### config.mk
export PLATFORM = sky130hd
export DESIGN_NAME = overrange_and_nco_preset_select
export DESIGN_NICKNAME = d
export VERILOG_FILES = /design/src/ovr_nco_pkg.sv /design/src/overrange_monitor.sv /design/src/preset_accumulator.sv /design/src/overrange_and_nco_preset_select.sv
export SDC_FILE = /design/constraint.sdc
export NUM_CORES = 2
export LEC_CHECK = 0
export BUFFER_PORTS_ARGS = -buffer_cell sky130_fd_sc_hd__buf_2
export CORE_MARGIN = 4
export CORE_UTILIZATION = 47
export DETAILED_ROUTE_END_ITERATION = 12
export SLEW_MARGIN = 20
export SYNTH_ARGS = -nofsm -noshare
export SYNTH_HDL_FRONTEND = slang
export SYNTH_HIERARCHICAL = 1
export SYNTH_SLANG_ARGS = --single-unit
### constraint.sdc
create_clock -name aclk -period 7.8 [get_ports aclk]
set_input_delay 0.78 -clock aclk [delete_from_list [all_inputs] [get_ports aclk]]
set_output_delay 0.78 -clock aclk [all_outputs]
set_load 0.05 [all_outputs]
### src/ovr_nco_pkg.sv
// What this block does
// - compare top 8 magnitude bits against two thresholds
// - magnitude from two's complement, most negative saturates
// - flag set when any sample reaches threshold
// - high-threshold flag is lsb of in-phase word
// - low-threshold flag is lsb of quadrature word
// - monitoring period is two to window exponent
// - full power-down disables serial output drivers
// - eight presets, accumulators always running independently
// - source bit picks pins or select field
// - frequency is word times two^-32 times clock
// - mix real samples with active complex exponential
// - full-scale trim held at 0x022 and 0x023
// - offset trim held at 0x025 and 0x026
// - offset trim ignored under background calibration
package ovr_nco_pkg;
    // widths
    localparam int SAMPLE_W = 12;
    localparam int MAG_W = 11;
    localparam int WORD_W = 16;
    localparam int NUM_PRESETS = 8;
    localparam int FREQ_W = 32;
    localparam int PHASE_W = 16;
    localparam int CNT_W = 7;
    localparam int EXP_W = 3;
    localparam int IDX_W = 10;
    localparam int ADDR_W = 12;
    // register indices, byte address is four times the index
    localparam logic [9:0] IDX_FULLSCALE_A = 10'h022;
    localparam logic [9:0] IDX_FULLSCALE_B = 10'h023;
    localparam logic [9:0] IDX_OFFSET_A = 10'h025;
    localparam logic [9:0] IDX_OFFSET_B = 10'h026;
    localparam logic [9:0] IDX_PRESET_SOURCE = 10'h20c;
    localparam logic [9:0] IDX_PRESET_INDEX = 10'h20d;
    localparam logic [9:0] IDX_HIGH_THR = 10'h100;
    localparam logic [9:0] IDX_LOW_THR = 10'h101;
    localparam logic [9:0] IDX_WINDOW = 10'h102;
    localparam logic [9:0] IDX_CONTROL = 10'h103;
    localparam logic [9:0] IDX_STATUS = 10'h104;
    localparam logic [9:0] IDX_FREQ_BASE = 10'h300;
    localparam logic [9:0] IDX_PHASE_BASE = 10'h310;
    // field positions
    localparam int SRC_BIT = 0;
    localparam int CTRL_PD_BIT = 0;
    localparam int CTRL_BGCAL_BIT = 1;
    localparam int STAT_I_BIT = 0;
    localparam int STAT_Q_BIT = 1;
    localparam int STAT_PRESET_LSB = 2;
    // values after reset
    localparam logic [7:0] RST_TRIM = 8'h00;
    localparam logic [7:0] RST_THR = 8'hff;
    localparam logic [2:0] RST_WINDOW = 3'h0;
    localparam logic [31:0] RST_FREQ = 32'h0000_0000;
    localparam logic [15:0] RST_PHASE = 16'h0000;
    // bus answers and constants
    localparam logic [1:0] RESP_OKAY = 2'h0;
    localparam logic [1:0] RESP_SLVERR = 2'h2;
    localparam logic [10:0] MAG_MAX = 11'h7ff;
    localparam logic [11:0] TC_MOST_NEG = 12'h800;
    // cosine table, 16 steps per turn, signed 8 bit, entry 0 lowest
    localparam logic [127:0] COS_TAB = {
        8'h75, 8'h5a, 8'h31, 8'h00, 8'hcf, 8'ha6, 8'h8b, 8'h81,
        8'h8b, 8'ha6, 8'hcf, 8'h00, 8'h31, 8'h5a, 8'h75, 8'h7f};
    localparam logic [3:0] QUARTER_TURN = 4'h4;

    typedef struct packed {
        logic [WORD_W-1:0] i;
        logic [WORD_W-1:0] q;
    } iq_word_t;

    typedef struct packed {
        logic [7:0] high;
        logic [7:0] low;
        logic [EXP_W-1:0] exp;
    } ovr_cfg_t;

    typedef struct packed {
        logic inphase;
        logic quadrature;
    } ovr_flags_t;
endpackage

### src/overrange_monitor.sv
`timescale 1ns/1ps
module overrange_monitor
    import ovr_nco_pkg::*;
(
    // clock and reset
    input wire logic aclk,
    input wire logic aresetn,
    input wire logic ce,
    // raw offset-binary sample and settings
    input wire logic [SAMPLE_W-1:0] sample_in,
    input wire ovr_cfg_t cfg,
    // flags of the last completed period
    output ovr_flags_t flags
);
    logic [SAMPLE_W-1:0] twos; // two's-complement view
    logic [SAMPLE_W-1:0] negated; // negative value made positive
    logic [MAG_W-1:0] mag; // magnitude, saturated
    logic [7:0] top; // compared bits
    logic hit_hi;
    logic hit_lo;
    logic [CNT_W-1:0] last_cnt; // period length minus one
    logic period_last;
    logic [CNT_W-1:0] cnt_ff;
    logic acc_hi_ff; // any hit so far in this period
    logic acc_lo_ff;
    ovr_flags_t flags_ff;

    // flipping the msb turns offset binary into two's complement
    assign twos = {~sample_in[SAMPLE_W-1], sample_in[SAMPLE_W-2:0]};
    assign negated = 12'h000 - twos;

    // most negative code would overflow 11 bits, so clamp it
    always_comb begin
        if (!twos[SAMPLE_W-1]) begin
            mag = twos[MAG_W-1:0];
        end else if (twos == TC_MOST_NEG) begin
            mag = MAG_MAX;
        end else begin
            mag = negated[MAG_W-1:0];
        end
    end

    assign top = mag[MAG_W-1:MAG_W-8];
    assign hit_hi = top >= cfg.high;
    assign hit_lo = top >= cfg.low;

    // period end; the >= guards a shrink of the window mid-period
    assign last_cnt = CNT_W'((8'h01 << cfg.exp) - 8'h01);
    assign period_last = cnt_ff >= last_cnt;

    // sample counter of the period
    always_ff @(posedge aclk) begin
        if (!aresetn) begin
            cnt_ff <= '0;
        end else if (ce) begin
            cnt_ff <= period_last ? '0 : cnt_ff + 1'b1;
        end
    end

    // running or-accumulation, restarted at each period end
    always_ff @(posedge aclk) begin
        if (!aresetn) begin
            acc_hi_ff <= 1'b0;
            acc_lo_ff <= 1'b0;
        end else if (ce) begin
            acc_hi_ff <= period_last ? 1'b0 : (acc_hi_ff | hit_hi);
            acc_lo_ff <= period_last ? 1'b0 : (acc_lo_ff | hit_lo);
        end
    end

    // published flags change only at a period end
    always_ff @(posedge aclk) begin
        if (!aresetn) begin
            flags_ff <= '0;
        end else if (ce && period_last) begin
            flags_ff.inphase <= acc_hi_ff | hit_hi;
            flags_ff.quadrature <= acc_lo_ff | hit_lo;
        end
    end

    assign flags = flags_ff;
endmodule

### src/preset_accumulator.sv
`timescale 1ns/1ps
module preset_accumulator
    import ovr_nco_pkg::*;
(
    // clock and reset
    input wire logic aclk,
    input wire logic aresetn,
    input wire logic ce,
    // preset settings
    input wire logic [FREQ_W-1:0] freq_word,
    input wire logic [PHASE_W-1:0] phase_offset,
    // accumulated phase with offset
    output logic [FREQ_W-1:0] phase_out
);
    logic [FREQ_W-1:0] acc_ff; // free-running phase

    // wraps modulo 2^32, so the step is word * 2^-32 of a turn
    always_ff @(posedge aclk) begin
        if (!aresetn) begin
            acc_ff <= '0;
        end else if (ce) begin
            acc_ff <= acc_ff + freq_word;
        end
    end

    // offset is left-justified into the 32-bit phase
    assign phase_out = acc_ff + {phase_offset, 16'h0000};
endmodule

### src/overrange_and_nco_preset_select.sv
// Added by the designer: the AXI4-Lite interface to the registers.
`timescale 1ns/1ps
module overrange_and_nco_preset_select
    import ovr_nco_pkg::*;
(
    // clock, reset, enable
    input wire logic aclk,
    input wire logic aresetn,
    input wire logic ce,
    // axi4-lite write address
    input wire logic [ADDR_W-1:0] awaddr,
    input wire logic awvalid,
    output logic awready,
    // axi4-lite write data
    input wire logic [31:0] wdata,
    input wire logic [3:0] wstrb,
    input wire logic wvalid,
    output logic wready,
    // axi4-lite write response
    output logic [1:0] bresp,
    output logic bvalid,
    input wire logic bready,
    // axi4-lite read address
    input wire logic [ADDR_W-1:0] araddr,
    input wire logic arvalid,
    output logic arready,
    // axi4-lite read data
    output logic [31:0] rdata,
    output logic [1:0] rresp,
    output logic rvalid,
    input wire logic rready,
    // converter samples, same clock
    input wire logic [SAMPLE_W-1:0] sample_in,
    // preset select pins, asynchronous
    input wire logic [2:0] preset_select_pins,
    // mixed output toward the serial link
    output iq_word_t iq_out,
    output logic iq_valid,
    output logic serial_drv_en,
    // analog trims
    output logic [15:0] fullscale_trim,
    output logic [15:0] input_offset_trim
);

    // bus state
    logic aw_hold_ff; // write address taken
    logic w_hold_ff; // write data taken
    logic [ADDR_W-1:0] awaddr_ff;
    logic [31:0] wdata_ff;
    logic [3:0] wstrb_ff;
    logic bvalid_ff;
    logic [1:0] bresp_ff;
    logic rvalid_ff;
    logic [1:0] rresp_ff;
    logic [31:0] rdata_ff;
    logic do_write; // both halves present
    logic [IDX_W-1:0] widx;
    logic [IDX_W-1:0] ridx;
    logic wr_hit;
    logic rd_hit;
    logic [31:0] nxt_rdata;

    // software-visible state
    logic [7:0] fs_a_ff;
    logic [7:0] fs_b_ff;
    logic [7:0] off_a_ff;
    logic [7:0] off_b_ff;
    logic src_ff; // 1 selects the register field
    logic [2:0] sel_ff;
    logic [7:0] high_thr_ff;
    logic [7:0] low_thr_ff;
    logic [EXP_W-1:0] window_ff;
    logic pd_ff; // full power-down
    logic bgcal_ff; // background calibration enabled
    logic [FREQ_W-1:0] freq_ff [NUM_PRESETS];
    logic [PHASE_W-1:0] phase_ff [NUM_PRESETS];

    // datapath
    logic [2:0] pins_meta_ff; // first sync stage, read only by next
    logic [2:0] pins_sync_ff;
    logic [2:0] active_ff;
    logic [FREQ_W-1:0] preset_phase [NUM_PRESETS];
    logic [FREQ_W-1:0] phase_sel_ff;
    logic [SAMPLE_W-1:0] sample_d_ff; // aligned with phase_sel_ff
    logic signed [SAMPLE_W-1:0] samp_tc;
    logic [3:0] step_cos;
    logic [3:0] step_sin;
    logic signed [7:0] cos_v;
    logic signed [7:0] sin_v;
    logic signed [19:0] prod_i;
    logic signed [19:0] prod_q;
    ovr_flags_t flags;
    ovr_cfg_t cfg;
    iq_word_t iq_ff;
    logic iq_valid_ff;
    logic [15:0] offset_eff_ff;

    // byte-lane merge under write strobes
    function automatic logic [31:0] merge(input logic [31:0] old,
            input logic [31:0] data, input logic [3:0] strb);
        logic [31:0] res;
        res = old;
        for (int b = 0; b < 4; b++) begin
            if (strb[b]) begin
                res[8*b +: 8] = data[8*b +: 8];
            end
        end
        return res;
    endfunction

    // handshakes are frozen together with the state by ce
    assign awready = ce && !aw_hold_ff && !bvalid_ff;
    assign wready = ce && !w_hold_ff && !bvalid_ff;
    assign arready = ce && !rvalid_ff;
    assign do_write = aw_hold_ff && w_hold_ff && !bvalid_ff;
    assign widx = awaddr_ff[ADDR_W-1:2];
    assign ridx = araddr[ADDR_W-1:2];

    // write address and data are taken in either order
    always_ff @(posedge aclk) begin
        if (!aresetn) begin
            aw_hold_ff <= 1'b0;
            w_hold_ff <= 1'b0;
            awaddr_ff <= '0;
            wdata_ff <= '0;
            wstrb_ff <= '0;
        end else if (ce) begin
            if (awvalid && awready) begin
                aw_hold_ff <= 1'b1;
                awaddr_ff <= awaddr;
            end else if (do_write) begin
                aw_hold_ff <= 1'b0;
            end
            if (wvalid && wready) begin
                w_hold_ff <= 1'b1;
                wdata_ff <= wdata;
                wstrb_ff <= wstrb;
            end else if (do_write) begin
                w_hold_ff <= 1'b0;
            end
        end
    end

    // write decode; an unmapped index answers slverr
    always_comb begin
        wr_hit = 1'b1;
        unique case (widx)
            IDX_FULLSCALE_A, IDX_FULLSCALE_B, IDX_OFFSET_A,
            IDX_OFFSET_B, IDX_PRESET_SOURCE, IDX_PRESET_INDEX,
            IDX_HIGH_THR, IDX_LOW_THR, IDX_WINDOW, IDX_CONTROL: begin
                wr_hit = 1'b1;
            end
            default: begin
                wr_hit = (widx[IDX_W-1:3] == IDX_FREQ_BASE[IDX_W-1:3]) ||
                    (widx[IDX_W-1:3] == IDX_PHASE_BASE[IDX_W-1:3]);
            end
        endcase
    end

    // write response, one cycle after both halves are in
    always_ff @(posedge aclk) begin
        if (!aresetn) begin
            bvalid_ff <= 1'b0;
            bresp_ff <= RESP_OKAY;
        end else if (ce) begin
            if (do_write) begin
                bvalid_ff <= 1'b1;
                bresp_ff <= wr_hit ? RESP_OKAY : RESP_SLVERR;
            end else if (bready) begin
                bvalid_ff <= 1'b0;
            end
        end
    end

    // control registers; status is read-only so writes fall through
    always_ff @(posedge aclk) begin
        if (!aresetn) begin
            fs_a_ff <= RST_TRIM;
            fs_b_ff <= RST_TRIM;
            off_a_ff <= RST_TRIM;
            off_b_ff <= RST_TRIM;
            src_ff <= 1'b0;
            sel_ff <= 3'h0;
            high_thr_ff <= RST_THR;
            low_thr_ff <= RST_THR;
            window_ff <= RST_WINDOW;
            pd_ff <= 1'b0;
            bgcal_ff <= 1'b0;
        end else if (ce && do_write && wstrb_ff[0]) begin
            unique case (widx)
                IDX_FULLSCALE_A: fs_a_ff <= wdata_ff[7:0];
                IDX_FULLSCALE_B: fs_b_ff <= wdata_ff[7:0];
                IDX_OFFSET_A: off_a_ff <= wdata_ff[7:0];
                IDX_OFFSET_B: off_b_ff <= wdata_ff[7:0];
                IDX_PRESET_SOURCE: src_ff <= wdata_ff[SRC_BIT];
                IDX_PRESET_INDEX: sel_ff <= wdata_ff[2:0];
                IDX_HIGH_THR: high_thr_ff <= wdata_ff[7:0];
                IDX_LOW_THR: low_thr_ff <= wdata_ff[7:0];
                IDX_WINDOW: window_ff <= wdata_ff[EXP_W-1:0];
                IDX_CONTROL: begin
                    pd_ff <= wdata_ff[CTRL_PD_BIT];
                    bgcal_ff <= wdata_ff[CTRL_BGCAL_BIT];
                end
                default: begin
                end
            endcase
        end
    end

    // per-preset frequency and phase words
    always_ff @(posedge aclk) begin
        if (!aresetn) begin
            for (int n = 0; n < NUM_PRESETS; n++) begin
                freq_ff[n] <= RST_FREQ;
                phase_ff[n] <= RST_PHASE;
            end
        end else if (ce && do_write) begin
            if (widx[IDX_W-1:3] == IDX_FREQ_BASE[IDX_W-1:3]) begin
                freq_ff[widx[2:0]] <=
                    merge(freq_ff[widx[2:0]], wdata_ff, wstrb_ff);
            end
            if (widx[IDX_W-1:3] == IDX_PHASE_BASE[IDX_W-1:3]) begin
                phase_ff[widx[2:0]] <= PHASE_W'(merge({16'h0000,
                    phase_ff[widx[2:0]]}, wdata_ff, wstrb_ff));
            end
        end
    end

    // read mux; unmapped reads return zero with slverr
    always_comb begin
        nxt_rdata = 32'h0000_0000;
        rd_hit = 1'b1;
        unique case (ridx)
            IDX_FULLSCALE_A: nxt_rdata[7:0] = fs_a_ff;
            IDX_FULLSCALE_B: nxt_rdata[7:0] = fs_b_ff;
            IDX_OFFSET_A: nxt_rdata[7:0] = off_a_ff;
            IDX_OFFSET_B: nxt_rdata[7:0] = off_b_ff;
            IDX_PRESET_SOURCE: nxt_rdata[SRC_BIT] = src_ff;
            IDX_PRESET_INDEX: nxt_rdata[2:0] = sel_ff;
            IDX_HIGH_THR: nxt_rdata[7:0] = high_thr_ff;
            IDX_LOW_THR: nxt_rdata[7:0] = low_thr_ff;
            IDX_WINDOW: nxt_rdata[EXP_W-1:0] = window_ff;
            IDX_CONTROL: begin
                nxt_rdata[CTRL_PD_BIT] = pd_ff;
                nxt_rdata[CTRL_BGCAL_BIT] = bgcal_ff;
            end
            IDX_STATUS: begin
                nxt_rdata[STAT_I_BIT] = flags.inphase;
                nxt_rdata[STAT_Q_BIT] = flags.quadrature;
                nxt_rdata[STAT_PRESET_LSB +: 3] = active_ff;
            end
            default: begin
                if (ridx[IDX_W-1:3] == IDX_FREQ_BASE[IDX_W-1:3]) begin
                    nxt_rdata = freq_ff[ridx[2:0]];
                end else if (ridx[IDX_W-1:3] ==
                        IDX_PHASE_BASE[IDX_W-1:3]) begin
                    nxt_rdata[15:0] = phase_ff[ridx[2:0]];
                end else begin
                    rd_hit = 1'b0;
                end
            end
        endcase
    end

    // read answer, registered on the cycle after the address
    always_ff @(posedge aclk) begin
        if (!aresetn) begin
            rvalid_ff <= 1'b0;
            rresp_ff <= RESP_OKAY;
            rdata_ff <= '0;
        end else if (ce) begin
            if (arvalid && arready) begin
                rvalid_ff <= 1'b1;
                rdata_ff <= nxt_rdata;
                rresp_ff <= rd_hit ? RESP_OKAY : RESP_SLVERR;
            end else if (rready) begin
                rvalid_ff <= 1'b0;
            end
        end
    end

    assign bvalid = bvalid_ff;
    assign bresp = bresp_ff;
    assign rvalid = rvalid_ff;
    assign rresp = rresp_ff;
    assign rdata = rdata_ff;

    // over-range monitor
    assign cfg = '{high: high_thr_ff, low: low_thr_ff, exp: window_ff};
    overrange_monitor u_monitor (
        .aclk(aclk),
        .aresetn(aresetn),
        .ce(ce),
        .sample_in(sample_in),
        .cfg(cfg),
        .flags(flags)
    );

    // all eight accumulators run whatever preset is active
    for (genvar g = 0; g < NUM_PRESETS; g++) begin : g_preset
        preset_accumulator u_acc (
            .aclk(aclk),
            .aresetn(aresetn),
            .ce(ce),
            .freq_word(freq_ff[g]),
            .phase_offset(phase_ff[g]),
            .phase_out(preset_phase[g])
        );
    end

    // pins are asynchronous, two stages before use
    always_ff @(posedge aclk) begin
        if (!aresetn) begin
            pins_meta_ff <= 3'h0;
            pins_sync_ff <= 3'h0;
        end else if (ce) begin
            pins_meta_ff <= preset_select_pins;
            pins_sync_ff <= pins_meta_ff;
        end
    end

    // active preset, then its phase; switching costs no settling
    always_ff @(posedge aclk) begin
        if (!aresetn) begin
            active_ff <= 3'h0;
            phase_sel_ff <= '0;
            sample_d_ff <= '0;
        end else if (ce) begin
            active_ff <= src_ff ? sel_ff : pins_sync_ff;
            phase_sel_ff <= preset_phase[active_ff];
            sample_d_ff <= sample_in;
        end
    end

    // coarse 16-step lookup keeps area small at the cost of spurs
    assign samp_tc = {~sample_d_ff[SAMPLE_W-1],
        sample_d_ff[SAMPLE_W-2:0]};
    assign step_cos = phase_sel_ff[FREQ_W-1 -: 4];
    assign step_sin = step_cos - QUARTER_TURN;
    assign cos_v = COS_TAB[8*step_cos +: 8];
    assign sin_v = COS_TAB[8*step_sin +: 8];
    // multiplying by exp(-jwn) moves the carrier down to 0 Hz
    assign prod_i = samp_tc * cos_v;
    assign prod_q = -(samp_tc * sin_v);

    // output words: 15 data bits with the flag below them
    always_ff @(posedge aclk) begin
        if (!aresetn) begin
            iq_ff <= '0;
            iq_valid_ff <= 1'b0;
        end else if (ce) begin
            iq_ff.i <= {prod_i[18:4], flags.inphase};
            iq_ff.q <= {prod_q[18:4], flags.quadrature};
            iq_valid_ff <= !pd_ff;
        end
    end

    // offset trim forced to zero while background calibration runs
    always_ff @(posedge aclk) begin
        if (!aresetn) begin
            offset_eff_ff <= '0;
        end else if (ce) begin
            offset_eff_ff <= bgcal_ff ? 16'h0000 :
                {off_b_ff, off_a_ff};
        end
    end

    assign iq_out = iq_ff;
    assign iq_valid = iq_valid_ff;
    assign serial_drv_en = !pd_ff;
    assign fullscale_trim = {fs_b_ff, fs_a_ff};
    assign input_offset_trim = offset_eff_ff;
endmodule

==> metrics.txt <==
# TYPE chip_impl_metric gauge
chip_impl_metric{name="total_power",unit="mW"} 16.5
chip_impl_metric{name="layoutNonFillerInstCount",unit=""} 8236
chip_impl_metric{name="num_vias",unit=""} 49667
chip_impl_metric{name="start_util",unit="%"} 47.3
chip_impl_metric{name="syn-cell-area",unit="mm²"} 0.0612
chip_impl_metric{name="die-height",unit="µm"} 369
chip_impl_metric{name="final-setup-viol-count",unit=""} 0
chip_impl_metric{name="num_rows",unit=""} 132
chip_impl_metric{name="place_ws",unit="ns"} 1.40
chip_impl_info{name="r2r-end",value="iq_out[14]"} 1
chip_impl_metric{name="met2_grt_util",unit="%"} 44.5
chip_impl_metric{name="die_x",unit="µm"} 369
chip_impl_metric{name="crit_arrival",unit="ns"} 7.08
chip_impl_metric{name="grt_antenna_before_repair",unit=""} 21
chip_impl_metric{name="total_leakage_power",unit="nW"} 28.3
chip_impl_info{name="global_route.peak_usage_layer",value="met2"} 1
chip_impl_metric{name="area_delta_synth_final",unit="%"} 9.55
chip_impl_info{name="cell_with_the_biggest_individual_delay_on_the_critical_path",value="a21oi_1"} 1
chip_impl_metric{name="ff2ff_setup_slack",unit="ns"} 1.39
chip_impl_metric{name="design.final.nets",unit=""} 7125
chip_impl_info{name="endpoint",value="iq_out[14]"} 1
chip_impl_metric{name="post-route-cell-area",unit="mm²"} 0.0671
chip_impl_info{name="cp-start-kind",value="flip-flop"} 1
chip_impl_info{name="critical_path_class",value="flip-flop to flip-flop"} 1
chip_impl_metric{name="groute.usage.overall",unit="%"} 28.9
chip_impl_info{name="cts_root_buffer",value="clkbuf_16"} 1
chip_impl_metric{name="final_min_period_over_clock_period",unit="%"} 82.2
chip_impl_metric{name="max_freq",unit="GHz"} 0.156
chip_impl_info{name="worst_setup_path_startpoint",value="phase_sel_ff[28]"} 1
chip_impl_metric{name="instance_count_of_the_mapped_netlist",unit=""} 6334
chip_impl_metric{name="grtUsageMet1",unit="%"} 41.5
chip_impl_metric{name="cts.repair.resized",unit=""} 0
chip_impl_metric{name="slew_headroom",unit="%"} 25.5
chip_impl_metric{name="io_pins",unit=""} 190
chip_impl_metric{name="drcViolationCount",unit=""} 0
chip_impl_metric{name="cts_inserted_buffers",unit=""} 102
chip_impl_metric{name="grt_pass1_wl",unit="µm"} 298000
chip_impl_info{name="worst_path_most_repeated_cell",value="fa_1"} 1
chip_impl_metric{name="design.core.area",unit="mm²"} 0.129
chip_impl_info{name="critical_path.cell_chain",value="inv_1, ha_1, nand2b_1, o21ai_0, a21oi_1, and2_1, fa_1, inv_1, fa_1, fa_1, fa_1, ha_1, ha_1, a21o_1, a21o_1, a21oi_1, and4b_4, o31ai_4, a2111o_1, nand3_1"} 1
chip_impl_metric{name="grt.met3_usage",unit="%"} 4.93
chip_impl_metric{name="post_cts_hold_buffer_count",unit=""} 0
chip_impl_metric{name="p_per_area",unit="mW/mm²"} 247
chip_impl_metric{name="grt_pass1_vias",unit=""} 46274
chip_impl_metric{name="place_congestion",unit=""} 0.957
chip_impl_metric{name="post_drt_via_cell_ratio",unit=""} 6.03
chip_impl_metric{name="detailedPlacementHpwl",unit="µm"} 154000
chip_impl_metric{name="clock-sinks",unit=""} 866
chip_impl_metric{name="peak_supply_drop",unit="V"} 0.000271
chip_impl_info{name="cts_tree",value="built"} 1
chip_impl_metric{name="syn_area_per_cell",unit="µm²"} 9.67
chip_impl_metric{name="critical_path.max_fanout",unit=""} 12
chip_impl_metric{name="grt_max_degree",unit=""} 152
chip_impl_metric{name="port_buffers",unit=""} 183
chip_impl_metric{name="clk_transition_reported_paths",unit="ns"} 0.06
chip_impl_metric{name="post-cts-setup-buffer-count",unit=""} 0
chip_impl_metric{name="postPlaceCellArea",unit="mm²"} 0.0635
chip_impl_metric{name="finalHoldViolations",unit=""} 0
chip_impl_metric{name="post-route-worst-setup-slack",unit="ns"} 1.39
chip_impl_metric{name="layout-drive-gt1-share",unit="%"} 11.7
chip_impl_metric{name="worstSkewPairLatency",unit="ns"} 0.75
chip_impl_info{name="status",value="complete, no violations"} 1
chip_impl_metric{name="number_of_iterations_in_the_first_detailed_routing_pass",unit=""} 8
chip_impl_metric{name="post-route-min-period",unit="ns"} 6.41
chip_impl_metric{name="initialDrtViolationCount",unit=""} 4984
chip_impl_metric{name="ant_nets",unit=""} 0
chip_impl_metric{name="finalSetupTns",unit="ns"} 0
chip_impl_metric{name="wire_per_inst",unit="µm"} 24.5
chip_impl_metric{name="reg2regPathDepth",unit=""} 20
chip_impl_metric{name="clock_tree.htree_level_count",unit=""} 3
chip_impl_metric{name="worstMarginPinSlew",unit="ns"} 1.11
chip_impl_metric{name="crit_path_max_incr_delay",unit="ns"} 0.70
chip_impl_info{name="timing.rr.start",value="phase_sel_ff[28]"} 1
chip_impl_metric{name="ctsLongestPathBuffers",unit=""} 3
chip_impl_info{name="rsz_0062_raised_after_global_routing",value="no"} 1
chip_impl_metric{name="timing.max_cap.violations",unit=""} 0
chip_impl_metric{name="dp.cells",unit=""} 8036
chip_impl_metric{name="finalClockSkew",unit="ns"} 0.0382
chip_impl_info{name="worst_hold_path_type",value="input pin to flip-flop"} 1
chip_impl_metric{name="die-area",unit="mm²"} 0.136
chip_impl_metric{name="slew_violations",unit=""} 0
chip_impl_metric{name="globalRoute.totalOverflow",unit=""} 0
chip_impl_metric{name="routed_wl",unit="µm"} 202000
chip_impl_metric{name="crit_required",unit="ns"} 8.47
chip_impl_info{name="endpoint_kind",value="flip-flop"} 1
chip_impl_metric{name="yosysWarningCount",unit=""} 6
## worst min path at each step
stage	slack, ns	to	from	cells after the start
2_1_floorplan	0.44	wstrb_ff[2]	wstrb_ff[2]	2
3_3_place_gp	0.44	iq_out[13]	iq_out[13]	2
3_5_place_dp	0.45	iq_out[13]	iq_out[13]	2
4_1_cts	0.22	wdata_ff[5]	wdata[5]	3
5_1_grt	0.26	wdata_ff[5]	wdata[5]	3
6_report	0.28	wdata_ff[5]	wdata[5]	3
## power by group
group | switching [mW] | leakage, nW | total [mW] | internal [mW]
clock network | 2.11 | 1.75 | 5.10 | 2.98
registers | 0.314 | 7.91 | 5.33 | 5.02
logic | 3.59 | 18.6 | 6.11 | 2.52
## metal layers
| metal | part of all wire, % | vias up |
|---|---|---|
| met5 | 0.040 | - |
| met4 | 3.4 | 14 |
| met3 | 9.3 | 314 |
| met2 | 44 | 2046 |
| met1 | 43 | 24308 |
| li1 | - | 22985 |
## placed cells by master, fill, tap and decap left out, types with 23 or more instances in the layout
| cell type | count |
|---|---|
| a211oi_1 | 35 |
| a21boi_0 | 28 |
| a21o_1 | 76 |
| a21o_2 | 26 |
| a21oi_1 | 447 |
| a22oi_1 | 30 |
| a31oi_1 | 45 |
| and2_1 | 495 |
| and3_1 | 65 |
| buf_2 | 179 |
| buf_4 | 48 |
| clkbuf_16 | 104 |
| dfxtp_1 | 478 |
| edfxtp_1 | 384 |
| fa_1 | 162 |
| ha_1 | 482 |
| inv_1 | 267 |
| mux2i_1 | 219 |
| mux4_2 | 120 |
| nand2_1 | 610 |
| nand2b_1 | 40 |
| nand3_1 | 196 |
| nand3b_1 | 37 |
| nand4_1 | 30 |
| nor2_1 | 451 |
| nor2b_1 | 129 |
| nor3_1 | 87 |
| nor3b_1 | 29 |
| o2111ai_1 | 25 |
| o211ai_1 | 31 |
| o21a_1 | 43 |
| o21ai_0 | 180 |
| o21ai_1 | 116 |
| o21bai_1 | 23 |
| xnor2_1 | 132 |
| xor2_1 | 89 |
## sequential cells by signal, summed over array words and instances, names as in the netlist, 10 cells and up
register and count:
sample_d_ff 12, iq_out 32, phase_ff 128, awaddr_ff 10
wdata_ff 32, rdata 32, freq_ff 256, g_preset.u_acc/acc_ff 256
input_offset_trim 16
## worst max-delay path: cells and delay by family, from the launching register on
kind	cells	cell delay (ns)
buffers and inverters	2	0.28
AND/OR/NAND/NOR	4	0.80
flip-flops	1	0.52
adder cells (fa/ha/maj)	7	2.82
AO/OA/AOI/OAI	7	1.91
## cell type report
class | instances | area [µm²]
clock inverter | 54 | 648
fill | 11937 | 62400
timing repair buffer | 233 | 1360
tap | 1742 | 2180
antenna | 7 | 17.5
inverter | 276 | 1040
multi-input combinational | 4919 | 37700
sequential | 866 | 21200
clock buffer | 139 | 2930
## stage by stage
step	util, %	hold WS [ns]
floorplan	-	0.437
global route	51.8	0.255
global placement	49.0	0.435
finish	51.8	0.277
detailed placement	49.0	0.447
CTS	51.8	0.224
(Power assumes the default switching activity.)
